==> config.mk <==
export PLATFORM = sky130hd
export DESIGN_NAME = maker_command_and_alarm_thresholds
export DESIGN_NICKNAME = d
export VERILOG_FILES = /design/src/maker_cmd_pkg.sv /design/src/tick_if.sv /design/src/ms_tick_gen.sv /design/src/maker_command_and_alarm_thresholds.sv
export SDC_FILE = /design/constraint.sdc
export NUM_CORES = 1
export LEC_CHECK = 0
export ABC_CLOCK_PERIOD_IN_PS = 4300
export BUFFER_PORTS_ARGS = -buffer_cell sky130_fd_sc_hd__buf_2
export CELL_PAD_IN_SITES_DETAIL_PLACEMENT = 0
export CELL_PAD_IN_SITES_GLOBAL_PLACEMENT = 1
export CORE_UTILIZATION = 43
export DETAILED_ROUTE_END_ITERATION = 6
export PLACE_DENSITY_LB_ADDON = 0.25
export SYNTH_ARGS = -nofsm -noshare
export SYNTH_HDL_FRONTEND = slang
export SYNTH_SLANG_ARGS = --single-unit
==> constraint.sdc <==
create_clock -name CLK -period 4.3 [get_ports CLK]
set_clock_uncertainty 0.1 [all_clocks]
set_input_delay 0.43 -clock CLK [delete_from_list [all_inputs] [get_ports CLK]]
set_output_delay 0.43 -clock CLK [all_outputs]
set_load 0.1 [all_outputs]
==> src/maker_cmd_pkg.sv <==
package maker_cmd_pkg;

  // Register offsets (word index of the command word and the two thresholds)
  localparam logic [7:0] REG_CMD = 8'h00;
  localparam logic [7:0] REG_CHARGE_THR = 8'h01;
  localparam logic [7:0] REG_TIME_THR = 8'h02;

  // Command codes written to the maker command word
  localparam logic [15:0] CODE_STORAGE = 16'h0618;
  localparam logic [15:0] CODE_SEAL = 16'h062B;
  localparam logic [15:0] CODE_CHARGE_SYNC = 16'h064D;
  localparam logic [15:0] CODE_CAL_STD = 16'h0653;
  localparam logic [15:0] CODE_CAL_ALT = 16'h067E;
  localparam logic [15:0] CODE_CAL_STOP = 16'h0660;
  localparam logic [15:0] CODE_EE_PROG = 16'h0606;
  localparam logic [15:0] CODE_NONE = 16'h0000;

  // Battery address byte that ends pass-through
  localparam logic [7:0] BATTERY_ADDR = 8'h16;

  // Timing
  localparam int CLK_PERIOD_NS = 50;
  localparam int MS_NS = 1000000;
  localparam int TICK_CYCLES = (MS_NS + CLK_PERIOD_NS - 1) / CLK_PERIOD_NS;
  localparam int BOOT_IGNORE_MS = 1000;
  localparam int STORE_DELAY_MS = 6000;
  localparam int STORE_AFTER_CAL_MS = 20000;
  localparam int CAL_START_MS = 100;
  localparam int CAL_CAP_MS = 3600000;

  localparam int PCT_FULL = 100;

  // Reset values
  localparam logic [15:0] THR_RST = 16'h0000;
  localparam logic OFFSET_CORR_RST = 1'b1;

  typedef enum {CAL_IDLE, CAL_WAIT, CAL_RUN, CAL_SAVE} cal_state_t;
  typedef enum {ST_IDLE, ST_WAIT, ST_SLEEP} store_state_t;

endpackage : maker_cmd_pkg

==> src/tick_if.sv <==
`timescale 1ns/1ps
interface tick_if;
  logic ms_tick;
  modport gen (output ms_tick);
  modport use_tick (input ms_tick);
endinterface : tick_if

==> src/ms_tick_gen.sv <==
`timescale 1ns/1ps
module ms_tick_gen #(
  parameter int TICK_CYCLES = maker_cmd_pkg::TICK_CYCLES
) (
  input wire logic clk,
  input wire logic rst_n,
  tick_if.gen tick
);
  logic [31:0] div_ff;

  always_ff @(posedge clk or negedge rst_n) begin
    if (!rst_n) begin
      div_ff <= 32'h00000000;
      tick.ms_tick <= 1'b0;
    end else if (div_ff == 32'(TICK_CYCLES - 1)) begin
      div_ff <= 32'h00000000;
      tick.ms_tick <= 1'b1;
    end else begin
      div_ff <= div_ff + 32'h00000001;
      tick.ms_tick <= 1'b0;
    end
  end
endmodule : ms_tick_gen

==> src/maker_command_and_alarm_thresholds.sv <==
`timescale 1ns/1ps
// How it works
// - Command word writes during the first second after reset are dropped.
// - Storage command enters low-power storage after a 6 s wait; display untouched.
// - Other command words are still taken while storage entry is pending.
// - Storage command word is cleared at the next millisecond tick.
// - Calibration during storage wait postpones storage until calibration ends (saved or stopped), then 20 s.
// - Seal restricts access and clears the command word at the next tick.
// - Charge sync loads termination percent of full capacity, clears command word.
// - Standard calibration, unsealed only, disconnects sense inputs, chip offset only.
// - Alternate calibration, unsealed only, keeps sense inputs for chip plus board.
// - During calibration LEDs blank; only stop and seal are accepted.
// - Calibration ends by itself, saves to EEPROM, capped at one hour.
// - Calibration command word cleared next tick; calibration starts after 100 ms.
// - Stop aborts calibration at once, unless it is already saving to EEPROM, and disables offset correction.
// - EEPROM command, unsealed only, routes SMBus through, powers EEPROM, halts monitoring.
// - Battery address byte seen on SMBus ends pass-through.
// - Calibrated flag clears when calibration starts, sets when the EEPROM save completes, also after the one-hour cap.
// - Low-charge warning when charge left is below a nonzero threshold.
// - Charge threshold loads from EEPROM, then holds until host writes it.
// - Charge threshold is 16-bit unsigned, units follow the capacity unit select.
// - Low-time warning when mean time left is below a nonzero threshold.
// - Time threshold loads from EEPROM, then holds until host writes it.
module maker_command_and_alarm_thresholds #(
  parameter int TICK_CYCLES = maker_cmd_pkg::TICK_CYCLES,
  parameter int BOOT_IGNORE_MS = maker_cmd_pkg::BOOT_IGNORE_MS,
  parameter int STORE_DELAY_MS = maker_cmd_pkg::STORE_DELAY_MS,
  parameter int STORE_AFTER_CAL_MS = maker_cmd_pkg::STORE_AFTER_CAL_MS,
  parameter int CAL_START_MS = maker_cmd_pkg::CAL_START_MS,
  parameter int CAL_CAP_MS = maker_cmd_pkg::CAL_CAP_MS
) (
  // Clock and reset
  input wire logic CLK,
  input wire logic RSTN,
  // Word access from the SMBus protocol engine
  input wire logic REQ_VALID,
  input wire logic REQ_WRITE,
  input wire logic [7:0] REQ_REG,
  input wire logic [15:0] REQ_WDATA,
  output logic RD_VALID,
  output logic [15:0] RD_DATA,
  // Address bytes observed on the SMBus
  input wire logic ADDR_SEEN,
  input wire logic [7:0] ADDR_BYTE,
  // EEPROM threshold load and calibration save
  input wire logic EE_LOAD_VALID,
  input wire logic [15:0] EE_CHARGE_THR,
  input wire logic [15:0] EE_TIME_THR,
  output logic EE_SAVE_REQ,
  input wire logic EE_SAVE_DONE,
  // Charge datapath
  input wire logic [15:0] CHARGE_LEFT,
  input wire logic [15:0] MEAN_TIME_LEFT,
  input wire logic [15:0] FULL_CAPACITY,
  input wire logic [7:0] TERM_PCT,
  input wire logic OFFSET_FOUND,
  output logic CHARGE_SYNC_STB,
  output logic [15:0] CHARGE_SYNC_VALUE,
  // Mode and control outputs
  output logic STORAGE_MODE,
  output logic SEALED,
  output logic LED_BLANK,
  output logic SENSE_DISCONNECT,
  output logic CAL_ACTIVE,
  output logic OFFSET_CORR_EN,
  output logic OFFSET_CAL_FLAG,
  output logic PASS_THRU,
  output logic EE_POWER,
  output logic MONITOR_HALT,
  // Alarm conditions for the broadcast engine
  output logic LOW_CHARGE_WARN,
  output logic LOW_TIME_WARN
);
  tick_if tick ();

  ms_tick_gen #(.TICK_CYCLES(TICK_CYCLES)) u_tick (
    .clk(CLK),
    .rst_n(RSTN),
    .tick(tick.gen)
  );

  function automatic logic is_cal(input logic [15:0] code);
    is_cal = (code == maker_cmd_pkg::CODE_CAL_STD) || (code == maker_cmd_pkg::CODE_CAL_ALT);
  endfunction : is_cal

  maker_cmd_pkg::cal_state_t cal_state_ff;
  maker_cmd_pkg::store_state_t store_state_ff;
  logic [15:0] cmd_word_ff;
  logic [15:0] charge_thr_ff;
  logic [15:0] time_thr_ff;
  logic [15:0] boot_cnt_ff;
  logic boot_done_ff;
  logic clear_pend_ff;
  logic [31:0] store_cnt_ff;
  logic [31:0] cal_cnt_ff;
  logic cal_alt_ff;
  logic cal_busy;
  logic cmd_wr;
  logic cmd_take;
  logic [15:0] code;
  logic go_storage;
  logic go_seal;
  logic go_sync;
  logic go_cal;
  logic go_stop;
  logic go_ee;
  logic cal_end;
  localparam logic [15:0] THR_ZERO = maker_cmd_pkg::THR_RST;

  assign cal_busy = cal_state_ff != maker_cmd_pkg::CAL_IDLE;
  assign code = REQ_WDATA;
  assign cmd_wr = REQ_VALID && REQ_WRITE && (REQ_REG == maker_cmd_pkg::REG_CMD);
  // Early writes dropped; calibration admits only stop and seal
  assign cmd_take = cmd_wr && boot_done_ff &&
    (!cal_busy || code == maker_cmd_pkg::CODE_CAL_STOP || code == maker_cmd_pkg::CODE_SEAL);
  assign go_storage = cmd_take && code == maker_cmd_pkg::CODE_STORAGE;
  assign go_seal = cmd_take && code == maker_cmd_pkg::CODE_SEAL;
  assign go_sync = cmd_take && code == maker_cmd_pkg::CODE_CHARGE_SYNC;
  assign go_cal = cmd_take && is_cal(code) && !SEALED;
  assign go_stop = cmd_take && code == maker_cmd_pkg::CODE_CAL_STOP;
  assign go_ee = cmd_take && code == maker_cmd_pkg::CODE_EE_PROG && !SEALED && !PASS_THRU;
  assign cal_end = OFFSET_FOUND || (cal_cnt_ff == 32'(CAL_CAP_MS));

  // Power-up ignore window
  always_ff @(posedge CLK or negedge RSTN) begin
    if (!RSTN) begin
      boot_cnt_ff <= 16'h0000;
      boot_done_ff <= 1'b0;
    end else if (!boot_done_ff && tick.ms_tick) begin
      boot_cnt_ff <= boot_cnt_ff + 16'h0001;
      boot_done_ff <= (boot_cnt_ff == 16'(BOOT_IGNORE_MS - 1));
    end
  end

  // Command word: stored when taken, cleared at the next tick when acted on
  always_ff @(posedge CLK or negedge RSTN) begin
    if (!RSTN) begin
      cmd_word_ff <= maker_cmd_pkg::CODE_NONE;
      clear_pend_ff <= 1'b0;
    end else if (cmd_take) begin
      cmd_word_ff <= code;
      // Undefined or refused codes just sit in the word
      clear_pend_ff <= go_storage || go_seal || go_sync || go_cal || go_stop || go_ee;
    end else if (clear_pend_ff && tick.ms_tick) begin
      cmd_word_ff <= maker_cmd_pkg::CODE_NONE;
      clear_pend_ff <= 1'b0;
    end
  end

  // Thresholds: EEPROM load gives the start value, host writes override
  always_ff @(posedge CLK or negedge RSTN) begin
    if (!RSTN) begin
      charge_thr_ff <= maker_cmd_pkg::THR_RST;
      time_thr_ff <= maker_cmd_pkg::THR_RST;
    end else begin
      if (REQ_VALID && REQ_WRITE && REQ_REG == maker_cmd_pkg::REG_CHARGE_THR) begin
        charge_thr_ff <= REQ_WDATA;
      end else if (EE_LOAD_VALID) begin
        charge_thr_ff <= EE_CHARGE_THR;
      end
      if (REQ_VALID && REQ_WRITE && REQ_REG == maker_cmd_pkg::REG_TIME_THR) begin
        time_thr_ff <= REQ_WDATA;
      end else if (EE_LOAD_VALID) begin
        time_thr_ff <= EE_TIME_THR;
      end
    end
  end

  // Read answer, one cycle after the request
  always_ff @(posedge CLK or negedge RSTN) begin
    if (!RSTN) begin
      RD_VALID <= 1'b0;
      RD_DATA <= 16'h0000;
    end else begin
      RD_VALID <= REQ_VALID && !REQ_WRITE;
      if (REQ_VALID && !REQ_WRITE) begin
        case (REQ_REG)
          maker_cmd_pkg::REG_CMD: RD_DATA <= cmd_word_ff;
          maker_cmd_pkg::REG_CHARGE_THR: RD_DATA <= charge_thr_ff;
          maker_cmd_pkg::REG_TIME_THR: RD_DATA <= time_thr_ff;
          default: RD_DATA <= 16'h0000;
        endcase
      end
    end
  end

  // Seal is sticky until reset
  always_ff @(posedge CLK or negedge RSTN) begin
    if (!RSTN) begin
      SEALED <= 1'b0;
    end else if (go_seal) begin
      SEALED <= 1'b1;
    end
  end

  // Charge synchronisation
  always_ff @(posedge CLK or negedge RSTN) begin
    if (!RSTN) begin
      CHARGE_SYNC_STB <= 1'b0;
      CHARGE_SYNC_VALUE <= 16'h0000;
    end else begin
      CHARGE_SYNC_STB <= go_sync;
      if (go_sync) begin
        CHARGE_SYNC_VALUE <= 16'((24'(FULL_CAPACITY) * 24'(TERM_PCT)) / 24'(maker_cmd_pkg::PCT_FULL));
      end
    end
  end

  // Calibration sequencer
  always_ff @(posedge CLK or negedge RSTN) begin
    if (!RSTN) begin
      cal_state_ff <= maker_cmd_pkg::CAL_IDLE;
      cal_cnt_ff <= 32'h00000000;
      cal_alt_ff <= 1'b0;
    end else begin
      case (cal_state_ff)
        maker_cmd_pkg::CAL_IDLE: begin
          if (go_cal) begin
            cal_state_ff <= maker_cmd_pkg::CAL_WAIT;
            cal_cnt_ff <= 32'h00000000;
            cal_alt_ff <= (code == maker_cmd_pkg::CODE_CAL_ALT);
          end
        end
        maker_cmd_pkg::CAL_WAIT: begin
          if (go_stop) begin
            cal_state_ff <= maker_cmd_pkg::CAL_IDLE;
          end else if (tick.ms_tick) begin
            if (cal_cnt_ff == 32'(CAL_START_MS - 1)) begin
              cal_state_ff <= maker_cmd_pkg::CAL_RUN;
              cal_cnt_ff <= 32'h00000000;
            end else begin
              cal_cnt_ff <= cal_cnt_ff + 32'h00000001;
            end
          end
        end
        maker_cmd_pkg::CAL_RUN: begin
          if (go_stop) begin
            cal_state_ff <= maker_cmd_pkg::CAL_IDLE;
          end else if (cal_end) begin
            cal_state_ff <= maker_cmd_pkg::CAL_SAVE;
          end else if (tick.ms_tick) begin
            cal_cnt_ff <= cal_cnt_ff + 32'h00000001;
          end
        end
        maker_cmd_pkg::CAL_SAVE: begin
          if (EE_SAVE_DONE) begin
            cal_state_ff <= maker_cmd_pkg::CAL_IDLE;
          end
        end
        default: cal_state_ff <= maker_cmd_pkg::CAL_IDLE;
      endcase
    end
  end

  // Calibration-facing outputs, all registered
  always_ff @(posedge CLK or negedge RSTN) begin
    if (!RSTN) begin
      CAL_ACTIVE <= 1'b0;
      LED_BLANK <= 1'b0;
      SENSE_DISCONNECT <= 1'b0;
      EE_SAVE_REQ <= 1'b0;
    end else begin
      CAL_ACTIVE <= cal_state_ff == maker_cmd_pkg::CAL_RUN;
      LED_BLANK <= cal_busy;
      SENSE_DISCONNECT <= cal_state_ff == maker_cmd_pkg::CAL_RUN && !cal_alt_ff;
      EE_SAVE_REQ <= cal_state_ff == maker_cmd_pkg::CAL_SAVE && !EE_SAVE_DONE;
    end
  end

  // Offset correction and calibrated flag
  always_ff @(posedge CLK or negedge RSTN) begin
    if (!RSTN) begin
      OFFSET_CORR_EN <= maker_cmd_pkg::OFFSET_CORR_RST;
      OFFSET_CAL_FLAG <= 1'b0;
    end else if (go_stop && cal_busy) begin
      OFFSET_CORR_EN <= 1'b0;
    end else if (cal_state_ff == maker_cmd_pkg::CAL_WAIT && tick.ms_tick
                 && cal_cnt_ff == 32'(CAL_START_MS - 1)) begin
      OFFSET_CAL_FLAG <= 1'b0;
    end else if (cal_state_ff == maker_cmd_pkg::CAL_SAVE && EE_SAVE_DONE) begin
      OFFSET_CAL_FLAG <= 1'b1;
      OFFSET_CORR_EN <= 1'b1;
    end
  end

  // Storage entry; a running calibration holds the countdown at its reload value
  always_ff @(posedge CLK or negedge RSTN) begin
    if (!RSTN) begin
      store_state_ff <= maker_cmd_pkg::ST_IDLE;
      store_cnt_ff <= 32'h00000000;
      STORAGE_MODE <= 1'b0;
    end else begin
      case (store_state_ff)
        maker_cmd_pkg::ST_IDLE: begin
          if (go_storage) begin
            store_state_ff <= maker_cmd_pkg::ST_WAIT;
            store_cnt_ff <= 32'(STORE_DELAY_MS);
          end
        end
        maker_cmd_pkg::ST_WAIT: begin
          if (cal_busy) begin
            store_cnt_ff <= 32'(STORE_AFTER_CAL_MS);
          end else if (tick.ms_tick) begin
            if (store_cnt_ff == 32'h00000001) begin
              store_state_ff <= maker_cmd_pkg::ST_SLEEP;
              STORAGE_MODE <= 1'b1;
            end else begin
              store_cnt_ff <= store_cnt_ff - 32'h00000001;
            end
          end
        end
        maker_cmd_pkg::ST_SLEEP: STORAGE_MODE <= 1'b1;
        default: store_state_ff <= maker_cmd_pkg::ST_IDLE;
      endcase
    end
  end

  // EEPROM pass-through
  always_ff @(posedge CLK or negedge RSTN) begin
    if (!RSTN) begin
      PASS_THRU <= 1'b0;
      EE_POWER <= 1'b0;
      MONITOR_HALT <= 1'b0;
    end else if (go_ee) begin
      PASS_THRU <= 1'b1;
      EE_POWER <= 1'b1;
      MONITOR_HALT <= 1'b1;
    end else if (PASS_THRU && ADDR_SEEN && ADDR_BYTE == maker_cmd_pkg::BATTERY_ADDR) begin
      // Host must leave the EEPROM its write time first
      PASS_THRU <= 1'b0;
      EE_POWER <= 1'b0;
      MONITOR_HALT <= 1'b0;
    end
  end

  // Alarm conditions; zero threshold disables, silent while monitoring is halted
  always_ff @(posedge CLK or negedge RSTN) begin
    if (!RSTN) begin
      LOW_CHARGE_WARN <= 1'b0;
      LOW_TIME_WARN <= 1'b0;
    end else begin
      LOW_CHARGE_WARN <= !MONITOR_HALT && charge_thr_ff != THR_ZERO && CHARGE_LEFT < charge_thr_ff;
      LOW_TIME_WARN <= !MONITOR_HALT && time_thr_ff != THR_ZERO && MEAN_TIME_LEFT < time_thr_ff;
    end
  end
endmodule : maker_command_and_alarm_thresholds

==> results.md <==
* Clock-pin slew on the worst setup and hold paths at 60 ps
* Detail-routed via count per cell at 5.58
* Post-Syn Instances at between 2000 and 2500
* Die height at ~210 um
* Crit path max fanout at 7
* Async SR Flop Fraction at 1.00
* Max Clk Rate at ~75 MHz
* Area growth, synth to finish at 44.4%
* # diodes at 0
* Num CTS Buffers at 26
* Die width at 215 um
* Site row count at 77
* Synthesized area per cell at 8.50 um^2
* Die ar. at 46000 um^2
* Critical path capture point type: flip-flop
* CTS tree: built
* Hpwl dp at 46300 um
* RSZ-0062 raised after global routing: yes
* Critical Path Most Common Cell: buf_6
* Hold endpoint: cmd_word_ff[14]
* Syn_nets at 2583
* Port bufs at ~170
* Failing checks: negative setup slack
* HP Class: in -> reg
* Slowest stage cell, crit path: fa_1
* Via count at roughly 20000
* Setup WS post-layout at -9100 ps
* Depth of the worst hold-timing path at 3
* Layout Nets at between 3000 and 4000
* Initial antenna violation count at 0
* Crit path buf inv count at 14
* DRC at 0
* Final setup viols at 16
* Synth Register Bits at 213
* GP Congestion at just under 0.9
* R2r setup slk at about 780 ps
* Post-Route WL at ~62000 um
* Overall Global Routing Usage at 0.263
* Initial DRC Count at approximately 1300
* Commonest cells after routing, fill and taps aside: 465 x buf_4, 219 x nand2_1, 212 x dfrtp_1
* CTS Buffer Depth at 3
* Critical path's largest stage delay at roughly 550 ps
* RR Endpoint: cal_cnt_ff[28]
* H-tree levels at 1
* Yosys Warn Count at 0
* Clock root cell: clkbuf_16
* Max-slew violation count at 0
* Number of synthesized flops with an enable pin at 0
* CP top delay family: compound AO/OA/AOI/OAI gates
* Main synth FF type: dfrtp_1
* Core area at between 40000 and 50000 um^2
* Commonest non-fill, non-tap cell in the layout: buf_4
* Final period utilization at 3.12
* Grt ovf at 0
* Crit path DAT at around 14000 ps
* Max Cap Viol at 0
* Crit path time final at ~13000 ps
* Crit start category: input port
* ANT nets after route at 0
* Place WS at -9990 ps
* Largest net degree at the start of global routing at 128
* Sequential-to-total area share from yosys stat at 0.274
* Worst EP required at between 4000 and 5000 ps
* Synth Cell Area at between 15000 and 20000 um^2
* First-pass GRT wire length at 101000 um
* Crit Path Category: in -> reg
* IO Pins at around 180
* Clock Latency Late Sink at ~570 ps
* Distinct cells, synth at 118
* Hold wc startpoint: REQ_WDATA[14]
* Drt wl/cell at between 15 and 20 um
* Final Hold Vio Count at 0
* CP Launch Point: FULL_CAPACITY[8]
* Slew @ Worst Pin at ~1100 ps
* Initial Utilization at 0.437
* Relative slew slack at 0.287
* Reg-to-reg critical path startpoint: boot_done_ff
* Initial DRT Pass Iterations at 6
* Share of layout cells above drive strength 1 at 0.374
* CTS Sinks at 213
* Status: finished with violations
* FF-to-FF path depth at 15
* Vias in the first global route at 19986
worst max-delay path by stage:
stage                                 endpoint  slack (ps)  cells after the start
after floorplan           CHARGE_SYNC_VALUE[0]       -8920                     53
after CTS                 CHARGE_SYNC_VALUE[0]       -8680                     54
final                     CHARGE_SYNC_VALUE[0]       -9100                     60
after global placement    CHARGE_SYNC_VALUE[0]       -9850                     57
after global routing      CHARGE_SYNC_VALUE[0]       -9520                     60
after detailed placement  CHARGE_SYNC_VALUE[0]       -9990                     53
cell usage after synthesis (7+ instances only):
cell type    n  share of area
a21o_1      13         0.0050
nor4b_1      7         0.0032
o211ai_1    20         0.0077
fa_1        84          0.087
a211o_1      7         0.0032
a211oi_1    24         0.0093
and4_1       9         0.0041
nand2_1    241          0.047
and3_1      25         0.0081
nand3_1     71          0.018
mux2i_1     45          0.023
a2111oi_0    9         0.0041
and2_1     102          0.033
or3_1       22         0.0071
a32oi_1      7         0.0032
dfrtp_1    212           0.27
o221ai_1     8         0.0036
o2111ai_1    8         0.0036
nor3_1      46          0.012
nor2_1     204          0.039
o31ai_1     10         0.0039
buf_2       19         0.0049
nand4_1     44          0.014
ha_1        85          0.055
mux2_2      23          0.013
clkbuf_1    66          0.013
o21a_1      13         0.0050
a22oi_1     27          0.010
a21oi_1    129          0.033
nand2b_1    20         0.0064
o21ai_0    120          0.031
or4_1       10         0.0039
o21ai_1     16         0.0041
nor2b_1     20         0.0064
xnor2_1     87          0.039
inv_1      146          0.028
nor4_1      50          0.016
xor2_1      50          0.023
a31oi_1     20         0.0064
layer usage:
metal | up-vias | GRT usage | wire, um
li1 | 9452 | - | -
met1 | 9661 | 0.356 | 28100
met2 | 477 | 0.446 | 30300
met3 | 95 | 0.0301 | 2650
met4 | 0 | 0.0643 | 1260
met5 | - | 0 | 0
worst reg2reg max path: cells and delay by family, from the launching register on:
kind,cells,cell delay (ps)
simple gates,9,1750
compound gates,2,640
flops,1,390
buf+inv,3,340
xor+xnor,1,140
state kept, by name (all words and copies together), names as in the netlist, 2 cells and up:
signal and flops:
cal_cnt_ff 32, store_cnt_ff 32, u_tick.div_ff 32, CHARGE_SYNC_VALUE 16
RD_DATA 16, boot_cnt_ff 16, charge_thr_ff 16, cmd_word_ff 16
time_thr_ff 16, cal_state_ff 2, store_state_ff 2
repair_timing:
item / 4_1_cts / 5_1_grt
setup buffers: 65 / 56
hold buffers: 2 / 0
endpoints found under the setup margin: 16 / 19
gates resized for setup: 252 / 152
endpoints found under the hold margin: 115 / 0
pin swaps: 108 / 84
gates cloned: 2 / 1
stage by stage:
step           instance area, um^2  hold slack, ps  utilization  std cells  TNS [ps]
2_1_floorplan                20000            34.4            -       2286    -82720
3_3_place_gp                 24100             332        0.543       3360    -99690
3_5_place_dp                 24100             336        0.543       3360   -101580
4_1_cts                      26900            16.4        0.605       3473    -80990
5_1_grt                      28100            62.1        0.632       3529    -91100
6_report                     28100            43.1        0.632       3529    -86030
kinds of logic (layout without fill, tap and decap cells):
logic type / after synthesis / count (layout) / synth area share
fa+ha+maj: 174 / 174 / 0.144
flops: 213 / 213 / 0.274
buf+inv: 240 / 890 / 0.0486
mux: 71 / 71 / 0.0386
compound gates: 543 / 544 / 0.196
simple gates: 905 / 905 / 0.234
xor+xnor: 140 / 140 / 0.0643
cell type report:
type / instances / area [um^2]
clock inverters: 15 / 277
well taps: 592 / 741
inverters: 146 / 548
flip-flops and latches: 213 / 5330
clock buffers: 32 / 713
fillers: 3803 / 16400
multi-input cells: 1834 / 15200
repair buffers: 697 / 5270
Power is not shown: default switching activity piles up to over one toggle a cycle in this logic, so the estimate is an artifact.
